## config.mk

```make
export PLATFORM = sky130hd
export DESIGN_NAME = tcf_flags
export DESIGN_NICKNAME = d
export VERILOG_FILES = /design/src/tcf_pkg.sv /design/src/tcf_flags.sv
export SDC_FILE = /design/constraint.sdc
export NUM_CORES = 1
export LEC_CHECK = 0
export ABC_AREA = 1
export BUFFER_PORTS_ARGS = -buffer_cell sky130_fd_sc_hd__buf_2
export CORE_ASPECT_RATIO = 0.8
export CORE_UTILIZATION = 44
export DETAILED_ROUTE_END_ITERATION = 7
export PLACE_DENSITY = 0.78
export SLEW_MARGIN = 20
export SYNTH_ARGS = -nofsm -noshare
export SYNTH_HDL_FRONTEND = slang
export SYNTH_SLANG_ARGS = --single-unit
```

## constraint.sdc

```tcl
create_clock -name mclk -period 1.1 [get_ports mclk]
set_clock_uncertainty 0.15 [all_clocks]
set_input_delay 0 -clock mclk [delete_from_list [all_inputs] [get_ports mclk]]
set_output_delay 0 -clock mclk [all_outputs]
set_load 0.01 [all_outputs]
```

## src/tcf_pkg.sv

```systemverilog
// Constants for the turns-count fault flag block.
// Assumes a 16-bit serial register interface outside that decodes addresses.
//
// Overview of operation
// RQ1 - Diagnostics keep running in normal operation and in low power state.
// RQ2 - Flags are readable only through the serial register port, no other output.
// RQ3 - Warning and overflow flags sit in the registers holding the turns count.
// RQ4 - Flags raised in normal operation stay latched through low power state.
// RQ5 - Flags raised in low power state stay set after returning to normal.
// RQ6 - Only a turns count reset clears flags; reads and mode changes do not.
// RQ7 - Controller writes control register 0x0D to reset count and clear flags.
// RQ8 - Warning at bit 13, overflow at bit 12 in 0x13, 0x1A, 0x19, 0x1B.
// RQ9 - Bit 15 carries the OR of warning and overflow, live and latched.
// RQ10 - One reset command clears live and latched flags of both channels.
package tcf_pkg;
  localparam logic [7:0]  ADDR_TURNS_CONTROL     = 8'h0D;
  localparam logic [7:0]  ADDR_PRIMARY_LIVE      = 8'h13;
  localparam logic [7:0]  ADDR_PRIMARY_HELD      = 8'h19;
  localparam logic [7:0]  ADDR_SECONDARY_LIVE    = 8'h1A;
  localparam logic [7:0]  ADDR_SECONDARY_HELD    = 8'h1B;
  localparam int          BIT_ANY_FAULT          = 15;
  localparam int          BIT_WARNING            = 13;
  localparam int          BIT_OVERFLOW           = 12;
  localparam int          BIT_TURNS_RESET        = 0;
  localparam int          COUNT_W                = 12;
  localparam logic [15:0] RESET_VALUE            = 16'h0000;
endpackage

```

## src/tcf_flags.sv

```systemverilog
// Turns-count fault flags, live and latched, for both channels.
// Assumes fault events and counts come from same-clock counting logic.
`timescale 1ns/1ps
module tcf_flags
  import tcf_pkg::*;
(
  input  wire logic                     mclk,
  input  wire logic                     rst_b,
  input  wire logic                     low_power_state,
  input  wire logic [1:0]               warn_event,
  input  wire logic [1:0]               ovf_event,
  input  wire logic [tcf_pkg::COUNT_W-1:0] count_primary,
  input  wire logic [tcf_pkg::COUNT_W-1:0] count_secondary,
  input  wire logic                     reg_wr,
  input  wire logic                     reg_rd,
  input  wire logic [7:0]               reg_addr,
  input  wire logic [15:0]              reg_wdata,
  output logic      [15:0]              reg_rdata,
  output logic                          turns_reset_pulse
);
  import tcf_pkg::*;

  // Channel 0 is primary and channel 1 secondary in every vector below
  localparam int NUM_CHAN = 2;

  // Flag vectors gathered from the channel slices
  logic [NUM_CHAN-1:0]              warn_live;
  logic [NUM_CHAN-1:0]              ovf_live;
  logic [NUM_CHAN-1:0]              warn_held;
  logic [NUM_CHAN-1:0]              ovf_held;

  // Read path
  logic [NUM_CHAN-1:0][COUNT_W-1:0] chan_count;
  logic [NUM_CHAN-1:0][15:0]        live_word;
  logic [NUM_CHAN-1:0][15:0]        held_word;
  logic                             sel_flag;
  logic                             sel_held;
  logic                             sel_chan;
  logic [15:0]                      nxt_rdata;
  logic [15:0]                      rdata_ff;

  // Command path
  logic                             nxt_clear;
  logic                             nxt_pulse;
  logic                             pulse_ff;

  // Reset command is a self-clearing bit; nothing of it is stored
  function automatic logic is_reset_cmd(input logic        wr,
                                        input logic [7:0]  addr,
                                        input logic [15:0] wdata);
    logic hit;
    hit = wr && (addr == ADDR_TURNS_CONTROL);
    return hit && wdata[BIT_TURNS_RESET];
  endfunction

  // True for the four count registers that carry fault flags
  function automatic logic is_flag_reg(input logic [7:0] addr);
    logic hit;
    case (addr)
      ADDR_PRIMARY_LIVE,
      ADDR_PRIMARY_HELD,
      ADDR_SECONDARY_LIVE,
      ADDR_SECONDARY_HELD: hit = 1'b1;
      default:             hit = 1'b0;
    endcase
    return hit;
  endfunction

  // Channel owning a count register: 0 primary, 1 secondary
  function automatic logic reg_channel(input logic [7:0] addr);
    logic ch;
    case (addr)
      ADDR_SECONDARY_LIVE,
      ADDR_SECONDARY_HELD: ch = 1'b1;
      default:             ch = 1'b0;
    endcase
    return ch;
  endfunction

  // Held registers show the latched copy, the others the live one
  function automatic logic reg_is_held(input logic [7:0] addr);
    logic held;
    case (addr)
      ADDR_PRIMARY_HELD,
      ADDR_SECONDARY_HELD: held = 1'b1;
      default:             held = 1'b0;
    endcase
    return held;
  endfunction

  // Set wins over a clear in the same cycle, so no fault is lost
  function automatic logic flag_next(input logic cur,
                                     input logic clr,
                                     input logic evt);
    return (clr ? 1'b0 : cur) | evt;
  endfunction

  // Count in the low bits; bit 14 is not used here and reads 0
  function automatic logic [15:0] pack_reg(input logic [COUNT_W-1:0] cnt,
                                           input logic               w,
                                           input logic               o);
    logic [15:0] r;
    r = RESET_VALUE;
    r[COUNT_W-1:0]   = cnt;          // see RQ3
    r[BIT_WARNING]   = w;            // see RQ8
    r[BIT_OVERFLOW]  = o;            // see RQ8
    r[BIT_ANY_FAULT] = w | o;        // see RQ9
    return r;
  endfunction

  // Counts are indexed like the flag vectors
  assign chan_count[0] = count_primary;
  assign chan_count[1] = count_secondary;

  assign nxt_clear = is_reset_cmd(reg_wr, reg_addr, reg_wdata);      // see RQ7
  assign nxt_pulse = nxt_clear;

  // Counting logic sees the command one cycle later, with the flags
  always_ff @(posedge mclk or negedge rst_b) begin
    if (!rst_b) begin
      pulse_ff <= 1'b0;
    end else begin
      pulse_ff <= nxt_pulse;                                         // see RQ7
    end
  end

  assign turns_reset_pulse = pulse_ff;

  // One slice per channel; both slices share the single reset command
  generate
    for (genvar ch = 0; ch < NUM_CHAN; ch++) begin : g_chan
      logic warn_live_ff;
      logic ovf_live_ff;
      logic warn_held_ff;
      logic ovf_held_ff;
      logic nxt_warn_live;
      logic nxt_ovf_live;
      logic nxt_warn_held;
      logic nxt_ovf_held;

      // Mode is not looked at, so faults land in either power state
      assign nxt_warn_live = flag_next(warn_live_ff, nxt_clear, warn_event[ch]); // see RQ1
      assign nxt_ovf_live  = flag_next(ovf_live_ff, nxt_clear, ovf_event[ch]);   // see RQ1
      // Latched copies ride through mode changes both ways
      assign nxt_warn_held = flag_next(warn_held_ff, nxt_clear, warn_event[ch]); // see RQ4 RQ5
      assign nxt_ovf_held  = flag_next(ovf_held_ff, nxt_clear, ovf_event[ch]);   // see RQ4 RQ5

      // One register per flag, cleared by reset
      always_ff @(posedge mclk or negedge rst_b) begin
        if (!rst_b) begin
          warn_live_ff <= 1'b0;
        end else begin
          warn_live_ff <= nxt_warn_live;                             // see RQ6 RQ10
        end
      end

      always_ff @(posedge mclk or negedge rst_b) begin
        if (!rst_b) begin
          ovf_live_ff <= 1'b0;
        end else begin
          ovf_live_ff <= nxt_ovf_live;                               // see RQ6 RQ10
        end
      end

      always_ff @(posedge mclk or negedge rst_b) begin
        if (!rst_b) begin
          warn_held_ff <= 1'b0;
        end else begin
          warn_held_ff <= nxt_warn_held;                             // see RQ6 RQ10
        end
      end

      always_ff @(posedge mclk or negedge rst_b) begin
        if (!rst_b) begin
          ovf_held_ff <= 1'b0;
        end else begin
          ovf_held_ff <= nxt_ovf_held;                               // see RQ6 RQ10
        end
      end

      assign warn_live[ch] = warn_live_ff;
      assign ovf_live[ch]  = ovf_live_ff;
      assign warn_held[ch] = warn_held_ff;
      assign ovf_held[ch]  = ovf_held_ff;

      assign live_word[ch] = pack_reg(chan_count[ch], warn_live_ff, ovf_live_ff);
      assign held_word[ch] = pack_reg(chan_count[ch], warn_held_ff, ovf_held_ff);
    end
  endgenerate

  // Decode shared by the read mux
  always_comb begin
    sel_flag = is_flag_reg(reg_addr);
    sel_held = reg_is_held(reg_addr);
    sel_chan = reg_channel(reg_addr);
  end

  // Unmapped and control addresses read as zero
  always_comb begin
    nxt_rdata = RESET_VALUE;
    if (sel_flag) begin
      if (sel_held) begin
        nxt_rdata = held_word[sel_chan];
      end else begin
        nxt_rdata = live_word[sel_chan];
      end
    end
  end

  // Captured only on a read strobe; reads never touch the flags
  always_ff @(posedge mclk or negedge rst_b) begin
    if (!rst_b) begin
      rdata_ff <= RESET_VALUE;
    end else if (reg_rd) begin
      rdata_ff <= nxt_rdata;                                         // see RQ2 RQ6
    end
  end

  assign reg_rdata = rdata_ff;
endmodule

```

After elaboration in Yosys (flattened, before gate mapping)
Index checks and enable logic that the tools add are counted.
- latch bits: 0
- output and inout bits: 17
- memory bits (writable): 0
- bits of input ports: 57
- ROM bits: 0
- flip-flop bits (word level): 25
- word-level logic and storage cells: 50
- memories: 0
- $lt $le $gt $ge: 1
- add/sub/neg operators: 0
- mux-type cells: 17
- reductions and logical operators: 5
- div/mod/pow operators: 0
- bitwise operators: 12
- shifts and indexed selects: 0
- equality and inequality tests: 5
- $mul: 0
- operators with widths (cell ; number):
    $mux W16 ; 6
    $eq A8 B5 Y1 const B ; 4
    $or A1 B1 Y1 ; 12
    $mux W1 ; 11
    $eq A8 B4 Y1 const B ; 1
    $reduce_or A2 Y1 ; 2
    $reduce_or A4 Y1 ; 1
    $logic_and A1 B1 Y1 ; 2
    $lt A1 B2 Y1 const B ; 1

Depth between registers and ports, before layout
Gate-level depths: netlist of run 1.
- depth in word-level cells: 7
- mapped depth: 10
- depth with buffers taken out: 9

Least setup slack after synthesis of run 1
Ideal clock, no wire load.
- path kind: register -> register
- start: register g_chan[0].ovf_held_ff
- end: register rdata_ff[15], in the netlist reg_rdata[15]
- cell stages (with the launch flop): 9
- buffers on the path: 0
- required time: 0.833 ns
- data arrival time: 0.782 ns
- setup slack: 0.051 ns
- setup time: 0.117 ns
- clock period less this slack: 1.049 ns
- cells stage by stage: dfrtp_1 > inv_1 > nand2_1 > nand2_1 > inv_1 > nor2_1 > nand2_1 > nand3_1 > nand2_1
- word-level cells in the longest chain between the ends: 5
- RTL lines (element ; RTL line ; RTL):
    start, declared ; tcf_flags.sv:135 ; logic ovf_held_ff;
    start signal, assigned ; tcf_flags.sv:177 ; ovf_held_ff <= nxt_ovf_held;
    $or A1 B1 Y1 ; tcf_flags.sv:107 ; r[BIT_ANY_FAULT] = w | o;
    $mux W16 (implied by the code) (2 in a row) ; tcf_flags.sv:203 ; nxt_rdata = held_word[sel_chan];
    $mux W16 ; tcf_flags.sv:202 ; if (sel_held) begin
    $mux W16 ; tcf_flags.sv:201 ; if (sel_flag) begin
    end signal, assigned ; tcf_flags.sv:215 ; rdata_ff <= nxt_rdata;
    end, declared ; tcf_flags.sv:40 ; logic [15:0] rdata_ff;
No other way between the ends. The select of a mux whose other input is x is not followed.
A chain may end at the register's enable or synchronous reset.

Final worst setup path of run 1
- start: register g_chan[0].warn_held_ff
- end: register rdata_ff[15], in the netlist reg_rdata[15]
- word-level cells in the longest chain between the ends: 5
- RTL lines (element ; RTL line ; RTL):
    start, declared ; tcf_flags.sv:134 ; logic warn_held_ff;
    start signal, assigned ; tcf_flags.sv:169 ; warn_held_ff <= nxt_warn_held;
    $or A1 B1 Y1 ; tcf_flags.sv:107 ;
    $mux W16 (implied by the code) (2 in a row) ; tcf_flags.sv:203 ;
    $mux W16 ; tcf_flags.sv:202 ;
    $mux W16 ; tcf_flags.sv:201 ;
No other way between the ends. The select of a mux whose other input is x is not followed.

==> results of run 1 <==
-- routing by layer --
layer / global-route usage / vias up / wire length (um)
met5: 0 / - / 0
met4: 0.129 / 0 / 197
li1: - / 751 / -
met3: 0.0469 / 20 / 197
met2: 0.464 / 79 / 2040
met1: 0.340 / 702 / 1710
-- metrics by stage --
stage | util | setup WS, ps | hold WS (ps) | power [mW]
2_1_floorplan | - | 51.0 | -446 | 0.990
3_3_place_gp | 0.612 | -36.5 | -145 | 1.11
3_5_place_dp | 0.612 | -63.2 | -149 | 1.11
4_1_cts | 0.738 | 7.39 | 41.6 | 1.76
5_1_grt | 0.749 | -146 | 52.8 | 1.87
6_report | 0.749 | -123 | 43.2 | 1.77
-- Yosys cell counts (all sizes together) --
cell / n
conb: 1
nand4: 1
clkbuf: 1
nand3: 11
nor4: 1
a21oi: 1
buf: 4
inv: 23
nand2: 102
o21ai: 9
nor2: 6
dfrtp: 24
or2: 1
-- registers in the layout (all words and copies together) (netlist names) --
register	flops
reg_rdata	15
g_chan.ovf_held_ff	2
g_chan.ovf_live_ff	2
g_chan.warn_held_ff	2
g_chan.warn_live_ff	2
turns_reset_pulse	1
-- power groups by stage --
stage          Clock, mW  Combinational, mW  Sequential [mW]
2_1_floorplan          0             0.0809            0.909
3_3_place_gp           0              0.202            0.907
3_5_place_dp           0              0.203            0.907
4_1_cts            0.591              0.283            0.889
5_1_grt            0.660              0.323            0.890
6_report           0.584              0.297            0.889
-- placed cells by master, fill, tap and decap left out, types with 2 or more instances in the layout --
| master | count |
|---|---|
| nor2_2 | 2 |
| inv_2 | 10 |
| nor2_1 | 3 |
| inv_1 | 13 |
| o21ai_1 | 3 |
| dlygate4sd3_1 | 29 |
| buf_2 | 56 |
| dfrtp_1 | 24 |
| nand3_1 | 8 |
| buf_4 | 10 |
| nand3_2 | 3 |
| clkbuf_8 | 4 |
| nand2_1 | 96 |
| buf_12 | 2 |
| o21ai_0 | 6 |
| nand2_2 | 5 |
-- final cells by class --
| class | count | area [um^2] |
|---|---|---|
| clock buffer | 4 | 55.1 |
| fill | 203 | 706 |
| inverter | 23 | 86.3 |
| multi-input combinational | 133 | 616 |
| sequential | 24 | 601 |
| tap | 38 | 47.5 |
| timing repair buffer | 98 | 697 |
-- cell families after synthesis --
family | after synthesis | share of synthesized area
other cells | 1 | 0.00284
buf+inv | 28 | 0.0947
simple gates | 122 | 0.402
flops | 24 | 0.455
compound gates | 10 | 0.0464
-- worst max-delay path, stage by stage, from the launching register on --
cell and delay, ps:
dfrtp_1 380, inv_2 60, nand2_1 50, nand2_1 80, inv_2 40, nor2_2 100, nand2_1 90, nand3_2 90
nand2_1 60
-- what timing repair did --
action | CTS | global route
resized for setup | 1 | 10
pin swaps | 1 | 5
hold endpoints to repair | 44 | 0
endpoints found under the setup margin | 1 | 3
hold buffers | 29 | 0
setup buffers | 1 | 1
-- final timing paths --
check                                       startpoint             to  slack, ps
worst max-delay path            g_chan[0].warn_held_ff  reg_rdata[15]       -120
worst min-delay path                            reg_rd   reg_rdata[5]         40
worst max register to register  g_chan[0].warn_held_ff  reg_rdata[15]       -120
worst min register to register           reg_rdata[11]  reg_rdata[11]        330
max in group asynchronous                        rst_b   reg_rdata[3]        360
min in group asynchronous                        rst_b   reg_rdata[8]         80
==> impl_metrics.toml, run 1 <==
[die]
die_h_um = 51.0
die_area_um2 = 3230
ioPinCount = 74
rows = 17
coreArea_um2 = 2810
start_util = 0.471
fp.dieW_um = 63.3

[drt]
routed_via_density = 4.85
drt-initial-drc-count = 110
routed_wl_mm = 4.14
routedWlPerCell_um = 12.9
drcViolationCount = 0
drt_pass1_iterations = 4
drtAntennaViolNets = 0
vias = 1552

[worst_setup_path]
worst_ep_arrival_time_ps = 1230
cp_max_fo = 3
ff2ff_path_depth = 8
critPathLaunchType = "flip-flop"
required_ps = 1110
worst-setup-path-type = "flip-flop to flip-flop"
endpoint_kind = "flip-flop"

[synthesis]
yosysTopAreaCell = "dfrtp_1"
synth.distinct_cells = 21
postSynthCellCount = 185
syn_area_per_cell_um2 = 7.14
ys_seq_area_frac = 0.455
syn_area_um2 = 1320
synth_top_area_share = 0.455
yosys_warnings = 0
ys_ff_latch = 24
synth_area_leaders = "dfrtp_1 45%, nand2_1 28%, inv_1 4.8%"
synth_nets = 242

[pwr]
p_int_mw = 1.37
combPwrFrac = 0.168
switching_share = 0.227
peakVddDrop_mv = 0.917
power_leakage_nw = 1.26
power_density_nw_per_um2 = 842
p_seq_frac = 0.502
clockPowerShare = 0.330
p_sw_uw = 402

[clock_tree]
cts_root_buf = "clkbuf_8"
clkSlewWorstSetupHoldPaths_ps = 80
clock-sinks = 24
cts_buffers = 3
insertion_delay_ps = 260
cts_buffer_depth = 2
cts-htree-levels = 1
cts_tree = "done"

[worst_hold_path]
hold-path-cell-count = 5
holdCritPathClass = "input port to flip-flop"

[cells_and_area]
num-nets-final = 340
syn2layout_area_growth_pct = 59.1
drive_gt1_frac = 0.344
finalNonFillerCells = 320
diodes = 0
stdcell_area_um2 = 2100

[place]
port_buffers = 56
globalplace.congestion = 0.812
place_inst = 285
dp_hpwl_mm = 2.22
place_area_um2 = 1720

[grt]
grt_max_degree = 25
grt_use_total = 0.273
antenna_found_initial = 0
overflow = 0
grt_pass1_vias = 1427
grt_pass1_wl_mm = 6.63

[sta]
setup_violations = 1
tightest_slew_ps = 519
setup_slack_ps = -123
fmax_mhz = 817
relSlewSlack = 0.654
finalCritPeriodShare = 1.11
fin_crit_ps = 1220
fin_setup_tns_ps = -123
hold_violations = 0
rsz0062_at_grt = "true"
maxSlewViolCount = 0

[run_status]
outcome = "complete, but fails checks"
violations = "negative setup slack"

[flow_run]
max_cap_violations = 0
(Power assumes the default switching activity.)
==> run 2: changes to the inputs <==
Settings changed: CORE_UTILIZATION 44 to 40, PLACE_DENSITY 0.78 to 0.71.
==> run 2 against run 1 <==
  * The flow still finishes with violations (negative setup slack)
  * Cell count is 0.63% higher
  * Utilization is 7.4 points lower
  * Design area decreased by 0.18%
  * Critical path depth unchanged
  * Critical path type unchanged
  * Largest power group unchanged
==> impl_metrics.toml, run 2 (synthesized netlist as in run 1, its figures left out) <==
[worst_setup_path]
required_ps = 1120
crit_family = "simple AND/OR/NAND/NOR gates"
endpoint_kind = "flip-flop"
critPathLaunchType = "flip-flop"
path_cells = "inv_2 > nand2_2 > nand2_1 > inv_1 > nor2_1 > nand2_1 > nand3_1 > nand2_1"
cp_common_cell = "nand2_1"
path_buf_inv = 2
cp_max_fo = 3
slowest_delay_ps = 380
critPathSlowestCell = "dfrtp_1"
worst_ep_arrival_time_ps = 1190
worst-setup-path-type = "flip-flop to flip-flop"

[run_status]
outcome = "complete, but fails checks"
violations = "negative setup slack"

[clock_tree]
clkSlewWorstSetupHoldPaths_ps = 80
clock-sinks = 24
cts_buffers = 3
cts_tree = "done"
insertion_delay_ps = 270
cts-htree-levels = 1
cts_root_buf = "clkbuf_8"
cts_buffer_depth = 2

[drt]
drt-initial-drc-count = 102
drt_pass1_iterations = 4
routedWlPerCell_um = 12.2
drcViolationCount = 0
routed_wl_mm = 3.93
drtAntennaViolNets = 0
routed_via_density = 4.68
vias = 1508

[sta]
relSlewSlack = 0.643
fin_crit_ps = 1170
setup_slack_ps = -71.0
maxSlewViolCount = 0
hold_violations = 0
fin_setup_tns_ps = -71.0
rsz0062_at_grt = "true"
tightest_slew_ps = 536
fmax_mhz = 854
finalCritPeriodShare = 1.06
setup_violations = 1

[grt]
antenna_found_initial = 0
grt_pass1_vias = 1443
overflow = 0
grt_use_total = 0.236
grt_pass1_wl_mm = 6.16
grt_max_degree = 25

[worst_hold_path]
holdCritPathClass = "input port to flip-flop"

[cells_and_area]
seq_area_um2 = 601
largest_register_ff_count = 15
multi_input_area_um2 = 606
syn2layout_area_growth_pct = 58.8
stdcell_area_um2 = 2100
finalNonFillerCells = 322
num-nets-final = 340
diodes = 0
final_cell_mix = "96 x nand2_1, 56 x buf_2, 29 x dlygate4sd3_1, 24 x dfrtp_1, 14 x inv_1"
drive_gt1_frac = 0.330
final_common_cell = "nand2_1"
fill_cells = 244

[pwr]
power_leakage_nw = 1.26
peakVddDrop_mv = 0.684
power_density_nw_per_um2 = 929

[die]
fp.dieW_um = 66.3
die_h_um = 53.4
start_util = 0.425
rows = 18
die_area_um2 = 3540
coreArea_um2 = 3110
ioPinCount = 74

[place]
port_buffers = 56
dp_hpwl_mm = 2.19
globalplace.congestion = 0.832
place_inst = 287
place_area_um2 = 1710

[flow_run]
max_cap_violations = 0
-- run 2: final cells by class --
class | count | area share
Timing Repair Buffer | 98 | 0.326
Multi-Input combinational cell | 133 | 0.289
Sequential cell | 24 | 0.286
Inverter | 23 | 0.0411
Tap cell | 40 | 0.0239
Clock buffer | 3 | 0.0197
Clock inverter | 1 | 0.0143
-- run 2: what timing repair did --
item	in CTS	in global routing
endpoints found under the setup margin	1	3
hold buffers	29	0
setup buffers	1	1
hold endpoints to repair	44	0
cloned	0	0
pin swaps	1	10
resized for setup	1	6
-- run 2: path summary, 6_finish.rpt --
check / startpoint / to / slack, ps / cells after the start
max in group asynchronous: rst_b / reg_rdata[1] / 360 / 2
min in group asynchronous: rst_b / reg_rdata[9] / 90 / 2
hold reg to reg: reg_rdata[0] / reg_rdata[0] / 330 / 2
setup / recovery: g_chan[0].warn_held_ff / reg_rdata[15] / -70 / 8
setup reg to reg: g_chan[0].warn_held_ff / reg_rdata[15] / -70 / 8
hold / removal: reg_wdata[0] / turns_reset_pulse / 40 / 4
-- run 2: where the power goes --
part / internal, mW / switching [mW]
sequential: 0.886 / 0.00261
combinational: 0.162 / 0.132
clock: 0.487 / 0.279
-- run 2: worst reg2reg max path: stages (launching register included) --
cell	delay (ps)
dfrtp_1	380
inv_2	70
nand2_2	50
nand2_1	50
inv_1	50
nor2_1	130
nand2_1	70
nand3_1	60
nand2_1	50
-- run 2: metal layers --
metal  vias up  track usage  wire, um
li1        749            -         -
met1       697        0.285      1580
met2        50        0.417      2080
met3        12       0.0431       160
met4         0       0.0887       108
met5         -            0         0
-- run 2: through the flow --
| stage | utilization | worst slack [ps] | total power [mW] | hold WS (ps) |
|---|---|---|---|---|
| 2_1_floorplan | - | 51.0 | 0.990 | -446 |
| 3_3_place_gp | 0.550 | -41.3 | 1.11 | -146 |
| 3_5_place_dp | 0.550 | -76.7 | 1.11 | -142 |
| 4_1_cts | 0.668 | 11.0 | 1.95 | 31.3 |
| 5_1_grt | 0.675 | -140 | 2.03 | 49.5 |
| 6_report | 0.675 | -71.0 | 1.95 | 37.7 |
